==> config.mk <==
export PLATFORM = sky130hd
export DESIGN_NAME = pmx_pin_ctrl
export DESIGN_NICKNAME = d
export VERILOG_FILES = /design/src/verilog/pmx_pin_cell.v /design/src/verilog/pmx_pin_ctrl.v
export VERILOG_INCLUDE_DIRS = /design/src /design/src/verilog
export SDC_FILE = /design/constraint.sdc
export NUM_CORES = 1
export LEC_CHECK = 0
export ABC_AREA = 1
export BUFFER_PORTS_ARGS = -buffer_cell sky130_fd_sc_hd__buf_2
export CELL_PAD_IN_SITES_DETAIL_PLACEMENT = 0
export CELL_PAD_IN_SITES_GLOBAL_PLACEMENT = 1
export CORE_ASPECT_RATIO = 1.25
export CORE_UTILIZATION = 25
export DETAILED_ROUTE_END_ITERATION = 7
export GPL_TIMING_DRIVEN = 0
export PLACE_DENSITY = 0.66
export SYNTH_ARGS = -nofsm -noshare
export SYNTH_HDL_FRONTEND = slang
export SYNTH_SLANG_ARGS = --single-unit
==> constraint.sdc <==
create_clock -name mclk_i -period 1.5 [get_ports mclk_i]
set_input_delay 0.075 -clock mclk_i [delete_from_list [all_inputs] [get_ports mclk_i]]
set_output_delay 0.075 -clock mclk_i [all_outputs]
set_load 0.01 [all_outputs]
==> src/verilog/pmx_consts.vh <==
/*
 Constants for the pin power-up state and mux override block.
 Assumes inclusion by bare name from the design files of this block.
*/
`ifndef PMX_CONSTS_VH
`define PMX_CONSTS_VH

// ----------------------------------------------------------------------------
// Pin function selects
// ----------------------------------------------------------------------------
`define PMX_FUNC_W 2
`define PMX_FUNC_GPIO 2'h0
`define PMX_FUNC_ALT1 2'h1
`define PMX_FUNC_ALT2 2'h2
`define PMX_FUNC_ALT3 2'h3

// ----------------------------------------------------------------------------
// Pin control word fields
// ----------------------------------------------------------------------------
`define PMX_CTL_W 5
`define PMX_CTL_FUNC_LSB 0
`define PMX_CTL_FUNC_MSB 1
`define PMX_CTL_OUT_BIT 2
`define PMX_CTL_OD_BIT 3
`define PMX_CTL_PU_BIT 4
`define PMX_CTL_RESET 5'h00
`define PMX_CTL_PU_ON 5'h10

// ----------------------------------------------------------------------------
// Power-up settle time
// ----------------------------------------------------------------------------
`define PMX_SETTLE_NS 200
`define PMX_CLK_NS 20
`define PMX_SETTLE_CYC ((`PMX_SETTLE_NS + `PMX_CLK_NS - 1) / `PMX_CLK_NS)

// ----------------------------------------------------------------------------
// Boot sequencer states
// ----------------------------------------------------------------------------
`define PMX_BOOT_IDLE 2'h0
`define PMX_BOOT_SHARED 2'h1
`define PMX_BOOT_WAIT 2'h2
`define PMX_BOOT_DONE 2'h3

`endif

==> src/verilog/pmx_pin_cell.v <==
/*
 One multiplexed pin: holds its control word and resolves drive.
 Assumes a synchronous active-high reset and a single clock.
*/
`include "pmx_consts.vh"

module pmx_pin_cell (
    // Clock and reset
    input wire mclk_i,
    input wire sys_rst_i,
    // Control word write
    input wire ctl_we_i,
    input wire [`PMX_CTL_W-1:0] ctl_wdata_i,
    // Peripheral side
    input wire alt_out_i,
    input wire alt_oe_i,
    input wire data_out_i,
    // Pin side
    output reg [`PMX_CTL_W-1:0] ctl_o,
    output reg pin_out_o,
    output reg pin_oe_o
);

    reg [`PMX_CTL_W-1:0] ctl;
    reg next_out;
    reg next_oe;

    // ------------------------------------------------------------------------
    // Control word
    // ------------------------------------------------------------------------
    always @(posedge mclk_i) begin
        if (sys_rst_i) begin
            ctl <= `PMX_CTL_RESET;
        end else if (ctl_we_i) begin
            ctl <= ctl_wdata_i;
        end
    end

    // ------------------------------------------------------------------------
    // Drive resolution
    // ------------------------------------------------------------------------
    always @* begin
        if (ctl[`PMX_CTL_FUNC_MSB:`PMX_CTL_FUNC_LSB] != `PMX_FUNC_GPIO) begin
            next_out = alt_out_i;
            next_oe = alt_oe_i;
        end else if (ctl[`PMX_CTL_OUT_BIT]) begin
            next_out = data_out_i;
            next_oe = ctl[`PMX_CTL_OD_BIT] ? ~data_out_i : 1'b1;
        end else begin
            next_out = 1'b0;
            next_oe = 1'b0;
        end
    end

    always @(posedge mclk_i) begin
        if (sys_rst_i) begin
            ctl_o <= `PMX_CTL_RESET;
            pin_out_o <= 1'b0;
            pin_oe_o <= 1'b0;
        end else begin
            ctl_o <= ctl;
            pin_out_o <= next_out;
            pin_oe_o <= next_oe;
        end
    end

endmodule // pmx_pin_cell

==> src/verilog/pmx_pin_ctrl.v <==
/*
 Pin power-up states, glitch-protected resets, debug-port override,
 host bus reset gating and boot-time setup of flash and matrix-scan pins.
 Assumes sys_rst_i is the always-on rail power-on reset and that
 always_on_rail_good_i rises once the rail is stable.
*/
// Behaviour
// Host bus reset pin used as GPIO forces internal host bus reset low.
// Debug reset pin high routes debug port functions to their pins.
// Debug reset pin low lets each pin control word choose the function.
// No pin control word selection can route debug port functions.
// System reset pin low from power-up until drive bit cleared after power good.
// Resume reset pin driven low push-pull until its data bit written one.
// Firmware must keep resume reset line control at GPIO default.
// Boot sets shared flash pins to clock, data out, data in, select.
// Private flash pins switch only if select sampled high and load succeeds.
// Software should return shared flash pins to inputs before resume release.
// Boot enables pull-ups on all eight matrix-scan inputs.
// Open-drain and input default pins come up tri-stated.
// Glitch-protected pins driven low while always-on rail rises.
// Always-on reset pin becomes open-drain once rail stable.
// System and resume reset pins become push-pull once rail stable.
// Third two-wire data pin becomes tri-stated input once rail stable.
// Pins hold power-on defaults until their control word is written.
`include "pmx_consts.vh"

module pmx_pin_ctrl #(
    parameter NUM_PINS = 8,
    parameter SCAN_PINS = 8
) (
    // Clock and reset
    input wire mclk_i,
    input wire sys_rst_i,
    // Power status
    input wire always_on_rail_good_i,
    input wire main_power_good_i,
    // Debug port
    input wire debug_rst_pin_i,
    input wire dbg_tdo_i,
    input wire dbg_tdo_oe_i,
    // Host bus reset pin
    input wire host_bus_reset_n_i,
    input wire host_rst_gpio_sel_i,
    // Software controls
    input wire sysrst_drive_bit_i,
    input wire resume_gpio_data_i,
    input wire always_on_rst_req_i,
    // Boot inputs
    input wire private_flash_select_i,
    input wire flash_load_ok_i,
    input wire flash_load_done_i,
    // General pin control words
    input wire [NUM_PINS-1:0] pin_ctl_we_i,
    input wire [NUM_PINS*`PMX_CTL_W-1:0] pin_ctl_wdata_i,
    input wire [NUM_PINS-1:0] pin_alt_out_i,
    input wire [NUM_PINS-1:0] pin_alt_oe_i,
    input wire [NUM_PINS-1:0] pin_data_i,
    // Internal host bus reset
    output reg host_bus_reset_n_o,
    // Glitch-protected pins
    output reg system_rst_drive_pin_o,
    output reg system_rst_drive_pin_oe_o,
    output reg resume_rst_pin_o,
    output reg resume_rst_pin_oe_o,
    output reg always_on_rst_pin_o,
    output reg always_on_rst_pin_oe_o,
    output reg third_twowire_data_pin_o,
    output reg third_twowire_data_pin_oe_o,
    // Debug pins
    output reg dbg_routed_o,
    output reg dbg_tdo_pin_o,
    output reg dbg_tdo_pin_oe_o,
    // Flash and scan setup
    output reg [`PMX_FUNC_W-1:0] shared_flash_func_o,
    output reg [`PMX_FUNC_W-1:0] private_flash_func_o,
    output reg [SCAN_PINS-1:0] matrix_scan_input_pu_o,
    output reg boot_done_o,
    // General pins
    output reg [NUM_PINS*`PMX_CTL_W-1:0] pin_ctl_o,
    output reg [NUM_PINS-1:0] pin_out_o,
    output reg [NUM_PINS-1:0] pin_oe_o
);

    localparam [1:0] BOOT_IDLE = `PMX_BOOT_IDLE;
    localparam [1:0] BOOT_SHARED = `PMX_BOOT_SHARED;
    localparam [1:0] BOOT_WAIT = `PMX_BOOT_WAIT;
    localparam [1:0] BOOT_DONE = `PMX_BOOT_DONE;
    localparam integer SETTLE_FULL = `PMX_SETTLE_CYC;
    localparam [7:0] SETTLE_CYC = SETTLE_FULL[7:0];

    reg [7:0] settle_cnt;
    reg rail_stable;
    reg sysrst_hold;
    reg resume_high;
    reg [1:0] boot_state;
    reg [1:0] next_boot_state;
    reg pvt_sampled;
    wire [NUM_PINS*`PMX_CTL_W-1:0] cell_ctl;
    wire [NUM_PINS-1:0] cell_out;
    wire [NUM_PINS-1:0] cell_oe;

    // ------------------------------------------------------------------------
    // Rail stable detect
    // ------------------------------------------------------------------------
    always @(posedge mclk_i) begin
        if (sys_rst_i) begin
            settle_cnt <= 8'h00;
            rail_stable <= 1'b0;
        end else if (!always_on_rail_good_i) begin
            settle_cnt <= 8'h00;
            rail_stable <= 1'b0;
        end else if (settle_cnt < SETTLE_CYC) begin
            settle_cnt <= settle_cnt + 8'h01;
        end else begin
            rail_stable <= 1'b1;
        end
    end

    // ------------------------------------------------------------------------
    // System reset hold and resume line latch
    // ------------------------------------------------------------------------
    always @(posedge mclk_i) begin
        if (sys_rst_i) begin
            sysrst_hold <= 1'b1;
            resume_high <= 1'b0;
        end else begin
            if (main_power_good_i && !sysrst_drive_bit_i) begin
                sysrst_hold <= 1'b0;
            end else if (!main_power_good_i) begin
                sysrst_hold <= 1'b1;
            end
            if (rail_stable) begin
                resume_high <= resume_gpio_data_i;
            end
        end
    end

    // ------------------------------------------------------------------------
    // Boot sequencer
    // ------------------------------------------------------------------------
    always @* begin
        case (boot_state)
            BOOT_IDLE: next_boot_state = rail_stable ? BOOT_SHARED : BOOT_IDLE;
            BOOT_SHARED: next_boot_state = BOOT_WAIT;
            BOOT_WAIT: next_boot_state = flash_load_done_i ? BOOT_DONE : BOOT_WAIT;
            BOOT_DONE: next_boot_state = BOOT_DONE;
            default: next_boot_state = BOOT_IDLE;
        endcase
    end

    always @(posedge mclk_i) begin
        if (sys_rst_i) begin
            boot_state <= BOOT_IDLE;
            pvt_sampled <= 1'b0;
            shared_flash_func_o <= `PMX_FUNC_GPIO;
            private_flash_func_o <= `PMX_FUNC_GPIO;
            matrix_scan_input_pu_o <= {SCAN_PINS{1'b0}};
            boot_done_o <= 1'b0;
        end else begin
            boot_state <= next_boot_state;
            if (boot_state == BOOT_SHARED) begin
                shared_flash_func_o <= `PMX_FUNC_ALT1;
                matrix_scan_input_pu_o <= {SCAN_PINS{1'b1}};
                pvt_sampled <= private_flash_select_i;
            end
            if (boot_state == BOOT_WAIT && flash_load_done_i) begin
                boot_done_o <= 1'b1;
                if (pvt_sampled && flash_load_ok_i) begin
                    private_flash_func_o <= `PMX_FUNC_ALT1;
                end
            end
        end
    end

    // ------------------------------------------------------------------------
    // Glitch-protected pins and host reset gate
    // ------------------------------------------------------------------------
    always @(posedge mclk_i) begin
        if (sys_rst_i) begin
            host_bus_reset_n_o <= 1'b0;
            system_rst_drive_pin_o <= 1'b0;
            system_rst_drive_pin_oe_o <= 1'b1;
            resume_rst_pin_o <= 1'b0;
            resume_rst_pin_oe_o <= 1'b1;
            always_on_rst_pin_o <= 1'b0;
            always_on_rst_pin_oe_o <= 1'b1;
            third_twowire_data_pin_o <= 1'b0;
            third_twowire_data_pin_oe_o <= 1'b1;
        end else begin
            host_bus_reset_n_o <= host_rst_gpio_sel_i ? 1'b0 : host_bus_reset_n_i;
            if (!rail_stable) begin
                system_rst_drive_pin_o <= 1'b0;
                system_rst_drive_pin_oe_o <= 1'b1;
                resume_rst_pin_o <= 1'b0;
                resume_rst_pin_oe_o <= 1'b1;
                always_on_rst_pin_o <= 1'b0;
                always_on_rst_pin_oe_o <= 1'b1;
                third_twowire_data_pin_o <= 1'b0;
                third_twowire_data_pin_oe_o <= 1'b1;
            end else begin
                system_rst_drive_pin_o <= ~sysrst_hold & main_power_good_i & ~sysrst_drive_bit_i & host_bus_reset_n_o;
                system_rst_drive_pin_oe_o <= 1'b1;
                resume_rst_pin_o <= resume_high & resume_gpio_data_i;
                resume_rst_pin_oe_o <= 1'b1;
                always_on_rst_pin_o <= 1'b0;
                always_on_rst_pin_oe_o <= always_on_rst_req_i;
                third_twowire_data_pin_o <= 1'b0;
                third_twowire_data_pin_oe_o <= 1'b0;
            end
        end
    end

    // ------------------------------------------------------------------------
    // Debug port override
    // ------------------------------------------------------------------------
    always @(posedge mclk_i) begin
        if (sys_rst_i) begin
            dbg_routed_o <= 1'b0;
            dbg_tdo_pin_o <= 1'b0;
            dbg_tdo_pin_oe_o <= 1'b0;
        end else begin
            dbg_routed_o <= debug_rst_pin_i;
            dbg_tdo_pin_o <= debug_rst_pin_i ? dbg_tdo_i : cell_out[0];
            dbg_tdo_pin_oe_o <= debug_rst_pin_i ? dbg_tdo_oe_i : cell_oe[0];
        end
    end

    // ------------------------------------------------------------------------
    // General pins; control words carry no debug selection
    // ------------------------------------------------------------------------
    genvar gi;
    generate
        for (gi = 0; gi < NUM_PINS; gi = gi + 1) begin : g_pin
            pmx_pin_cell u_cell (
                .mclk_i(mclk_i),
                .sys_rst_i(sys_rst_i),
                .ctl_we_i(pin_ctl_we_i[gi]),
                .ctl_wdata_i(pin_ctl_wdata_i[gi*`PMX_CTL_W +: `PMX_CTL_W]),
                .alt_out_i(pin_alt_out_i[gi]),
                .alt_oe_i(pin_alt_oe_i[gi]),
                .data_out_i(pin_data_i[gi]),
                .ctl_o(cell_ctl[gi*`PMX_CTL_W +: `PMX_CTL_W]),
                .pin_out_o(cell_out[gi]),
                .pin_oe_o(cell_oe[gi])
            );
        end
    endgenerate

    always @(posedge mclk_i) begin
        if (sys_rst_i) begin
            pin_ctl_o <= {NUM_PINS*`PMX_CTL_W{1'b0}};
            pin_out_o <= {NUM_PINS{1'b0}};
            pin_oe_o <= {NUM_PINS{1'b0}};
        end else begin
            pin_ctl_o <= cell_ctl;
            pin_out_o <= cell_out;
            pin_oe_o <= cell_oe;
        end
    end

endmodule // pmx_pin_ctrl
Yosys cells after proc, flatten, opt, wreduce, memory -nomap -nowiden
Cells that the tools add are included.

word-level totals
  word-level logic and storage cells = 140
  input bits = 87
  register bits after elaboration = 178

cells by class
  $add $sub $neg = 1
  bitwise operators = 16
  muxes and demuxes = 48
  reductions and logical operators = 17
  magnitude comparators = 1
  equal/unequal tests = 4

operator list
  cell                                                    count
  2-to-1 mux 1 bit                                        47
  nonzero test 2 bit                                      8
  inverter 1 bit                                          12
  adder 8 x 1 -> 8 bit (second input constant)            1
  < comparator 8 x 4 -> 1 bit (second input constant)     1
  case mux 2 bit (4 select lines)                         1
  OR reduction 2 bit                                      3
  AND 1 bit                                               4
  equality test 2 bit (second input constant)             2
  logical AND 1 bit                                       3
  equality test 2 x 1 -> 1 bit (second input constant)    1
  logical NOT 2 bit                                       1
  inequality test 2 x 1 -> 1 bit (second input constant)  1
  AND reduction 2 bit                                     1
  logical NOT 1 bit                                       1

Longest topological paths before layout
  word-level depth = 4
  mapped depth = 6
  mapped depth without buffers = 6

Cells and area by module
A second synthesis with hierarchy kept.

unflattened totals
  cells, all modules = 673
  area total of the unflattened synthesis = 5766.8 sq um

modules (own cells, without submodules)
  module        cells an instance  seq. area each (sq um)  instances  area each (sq um)
  pmx_pin_cell  48                 240.2                   8          400.4
  pmx_pin_ctrl  289                1621.6                  1          2563.7

Worst setup path after synthesis
No wires, ideal clock.

  kind = register to register
  from = reg settle_cnt[6]
  to = reg rail_stable
  period minus slack after synthesis = 0.912 ns
  slack = 0.588 ns
  buffers on the path = 0
  cell stages (with the launch flop) = 7
  arrival = 0.799 ns
  cells stage by stage = dfxtp_1 > inv_1 > nand2_1 > nor2_4 > nand2_1 > o21bai_1 > inv_1

between the ends
  cells in the longest elaborated chain, start to end = 1

ends and longest elaborated chain
  element                      line                text
  start, declared              pmx_pin_ctrl.v:91   reg [7:0] settle_cnt;
  start signal, assigned       pmx_pin_ctrl.v:113  settle_cnt <= settle_cnt + 8'h01;
  < comparator 8 x 4 -> 1 bit  pmx_pin_ctrl.v:112  end else if (settle_cnt < SETTLE_CYC) begin
  end signal, assigned         pmx_pin_ctrl.v:108  rail_stable <= 1'b0;
  end signal, assigned         pmx_pin_ctrl.v:111  rail_stable <= 1'b0;
  end signal, assigned         pmx_pin_ctrl.v:115  rail_stable <= 1'b1;
  end, declared                pmx_pin_ctrl.v:92   reg rail_stable;

Every way passes these cells.
A chain may end at the register's enable or synchronous reset.

Worst setup path after layout
  from = reg g_pin[6].u_cell.ctl[0]
  to = reg g_pin[6].u_cell.pin_oe_o

between the ends
  cells in the longest elaborated chain, start to end = 2

ends and longest elaborated chain
  element                       line               text
  start, declared               pmx_pin_cell.v:24  reg [`PMX_CTL_W-1:0] ctl;
  start signal, assigned        pmx_pin_cell.v:33  ctl <= `PMX_CTL_RESET;
  start signal, assigned        pmx_pin_cell.v:35  ctl <= ctl_wdata_i;
  nonzero test 2 bit (no line)  -
  2-to-1 mux 1 bit              pmx_pin_cell.v:43  if (ctl[`PMX_CTL_FUNC_MSB:`PMX_CTL_FUNC_LSB] != `PMX_FUNC_GPIO) begin
  end signal, assigned          pmx_pin_cell.v:63  pin_oe_o <= next_oe;
  end, declared                 pmx_pin_cell.v:21  output reg pin_oe_o

Every way passes these cells.

==> impl_metrics.yaml <==
run_status:
  outcome: "finished, violations left"
  violations: "DRC"
clocking:
  h-tree-depth: 4
  cts_tree: "built"
  cts_made_buffers: 17
  cts-root-buf: "clkbuf_16"
  clock_path_buffers: 2
  clock_sinks: 177
  clk_pin_slew_ps: 70
  worstSkewPairLatency_ps: 420
pwr:
  p_leak_nw: 4.024
  pwr_density_cell_nw_per_um2: 1248
  ir_drop_mv: 0.7174
  power_mw: 10.92
drt:
  drc: 18
  vias_per_cell: 3.856
  finalWirelength_um: 15210
  drt_iter0_markers: 191
  wl_per_cell_um: 12.45
  drt_first_pass_iters: 8
  vias: 4712
  ant_nets: 0
grt:
  grt_util_met1_pct: 13.99
  grtUsageMet2_pct: 24.19
  grt_pass1_vias: 4370
  gr-max-usage-layer: "met2"
  grtUsageMet3_pct: 2.409
  track_usage_pct: 12.94
  grt_pass1_wl_um: 22580
  antenna_found_initial: 0
  overflow: 0
  grt_max_degree: 17
worst_hold_path:
  worstHoldStart: "pin_ctl_we_i[4]"
  hold_path_depth: 3
  hold_class: "in2reg"
timing:
  whs_ps: 26.86
  min_period_ps: 1386
  rsz0062_at_grt: "false"
  finalCritPeriodShare_pct: 92.40
  skew_ps: 10.68
  fmax_ghz: 0.7215
  hold_viol: 0
  worst_slack_ps: 114.0
  finalSetupViolations: 0
  drv_slew: 0
  fin_tns_setup_ps: 0
setup_path:
  cp-end-kind: "register"
  cp.required_ps: 1810
  r2r_cells: 5
  cpPeakStageDelay_ps: 550
  crit_fanout: 3
  worstSetupPathType: "reg2reg"
  r2r-start: "g_pin[6].u_cell.ctl[0]$_SDFFE_PP0P_"
  cpMaxStageDelayCell: "dlygate4sd3_1"
  arrival_ps: 1690
  crit_start: "g_pin[6].u_cell.ctl[0]$_SDFFE_PP0P_"
  critPathLaunchType: "register"
  crit_chain: "nor2_1, inv_1, nand3_1, nand2_1, dlygate4sd3_1"
finish:
  nets: 1009
  final_common_cell: "dfxtp_1"
  drive_gt1_share_pct: 28.27
  design_area_um2: 8752
  final_core_util_pct: 38.24
  multi_input_area_um2: 1499
  layout_common_cells: "dfxtp_1 (177), buf_2 (160), inv_1 (114)"
  fill_cells: 2318
  syn_to_final_growth_pct: 50.59
  n_antenna_cell: 0
  layout.cells.non_filler: 1222
  seq_area_um2: 3543
logic_synthesis:
  netlist_area_um2: 5812
  async_flop_share_pct: 0
  avgSynthCellArea_um2: 9.225
  ys_ff_latch: 177
  synth_edf_count: 0
  yosysWarnings: 0
  synth_cells: 630
  ys.flop_type: "dfxtp_1"
  seq_area_frac_synth_pct: 60.97
  synth_cell_types: 29
die:
  ios: 168
  num_rows: 62
  die-area_um2: 23860
  die_x_um: 138.4
  fp.dieH_um: 172.5
  initial_core_util_pct: 25.40
  coreArea_um2: 22880
place:
  dpl_cell_area_um2: 6988
  portBuffers: 160
  dp_slack_ps: 491.1
  gp_congestion: 0.7301
  hpwl_um: 10460
  placed_cells: 1082
flow_run:
  drv_cap: 0
-- sequential cells by signal, summed over array words and instances, names as in the netlist, 2 cells and up --
signal / count
pin_oe_o: 8
pin_out_o: 8
pin_ctl_o: 40
g_pin.u_cell.pin_oe_o: 8
boot_state: 2
g_pin.u_cell.ctl_o: 40
settle_cnt: 8
g_pin.u_cell.pin_out_o: 8
g_pin.u_cell.ctl: 40
-- timing repair --
| action | CTS | global route |
|---|---|---|
| resized for setup | 0 | 6 |
| hold endpoints to repair | 78 | 0 |
| hold buffers | 105 | 0 |
| buffers inserted | 0 | 2 |
| endpoints found under the setup margin | 0 | 20 |
-- logic make-up after synthesis --
logic type                 synth area share (%)
and+or+nand+nor                           14.27
DFF                                       60.97
other                                    0.1292
adders and majority gates                0.2153
buffers and inverters                     13.54
AOI/OAI and AO/OA                         10.87
-- synthesized netlist by cell type (8+ instances only) --
| master | instances | area, um2 |
|---|---|---|
| clkinv_1 | 8 | 30.03 |
| nand3_1 | 25 | 125.1 |
| inv_1 | 114 | 427.9 |
| buf_4 | 14 | 105.1 |
| o21ai_1 | 19 | 95.09 |
| dfxtp_1 | 177 | 3543 |
| o21ai_0 | 33 | 165.2 |
| a21oi_1 | 45 | 225.2 |
| nor2_1 | 98 | 367.9 |
| a21oi_2 | 12 | 105.1 |
| nor2_4 | 10 | 112.6 |
| nand2_1 | 32 | 120.1 |
| nor2_2 | 9 | 56.30 |
| buf_6 | 15 | 168.9 |
-- per-layer routing --
| metal | part of all wire (%) | wire length [um] |
|---|---|---|
| met1 | 42 | 6362 |
| met2 | 54 | 8209 |
| met3 | 2.2 | 342 |
| met4 | 1.9 | 296 |
| met5 | 0 | 0 |
-- layout make-up --
class                      instances  share of cell area (%)
buffer                            31                   3.674
clock buffer                      18                   4.904
clock inverter                    14                   2.545
inverter                         124                   5.504
multi-input combinational        302                   17.13
sequential                       177                   40.49
tap                              288                   4.117
timing repair buffer             268                   21.64
-- worst paths after layout --
kind	slack (ps)	end
worst max register to register	110	g_pin[6].u_cell.pin_oe_o$_SDFF_PP0_
worst max-delay path	110	g_pin[6].u_cell.pin_oe_o$_SDFF_PP0_
worst min-delay path	30	g_pin[4].u_cell.ctl[2]$_SDFFE_PP0P_
worst min register to register	390	pin_ctl_o[0]$_SDFF_PP0_
-- power by group --
part	leakage (nW)	switching [mW]	internal [mW]	total [mW]
combinational	2.25	0.478	0.508	0.986
sequential	1.45	0.0721	4.92	4.99
clock	0.318	1.95	2.99	4.94
-- worst max-delay path: cells and delay by family (launching register included) --
family,cells,cell delay (ps)
DFF,1,320
buffers and inverters,2,630
and+or+nand+nor,3,330
No activity file was read; power rests on OpenSTA's default activity.
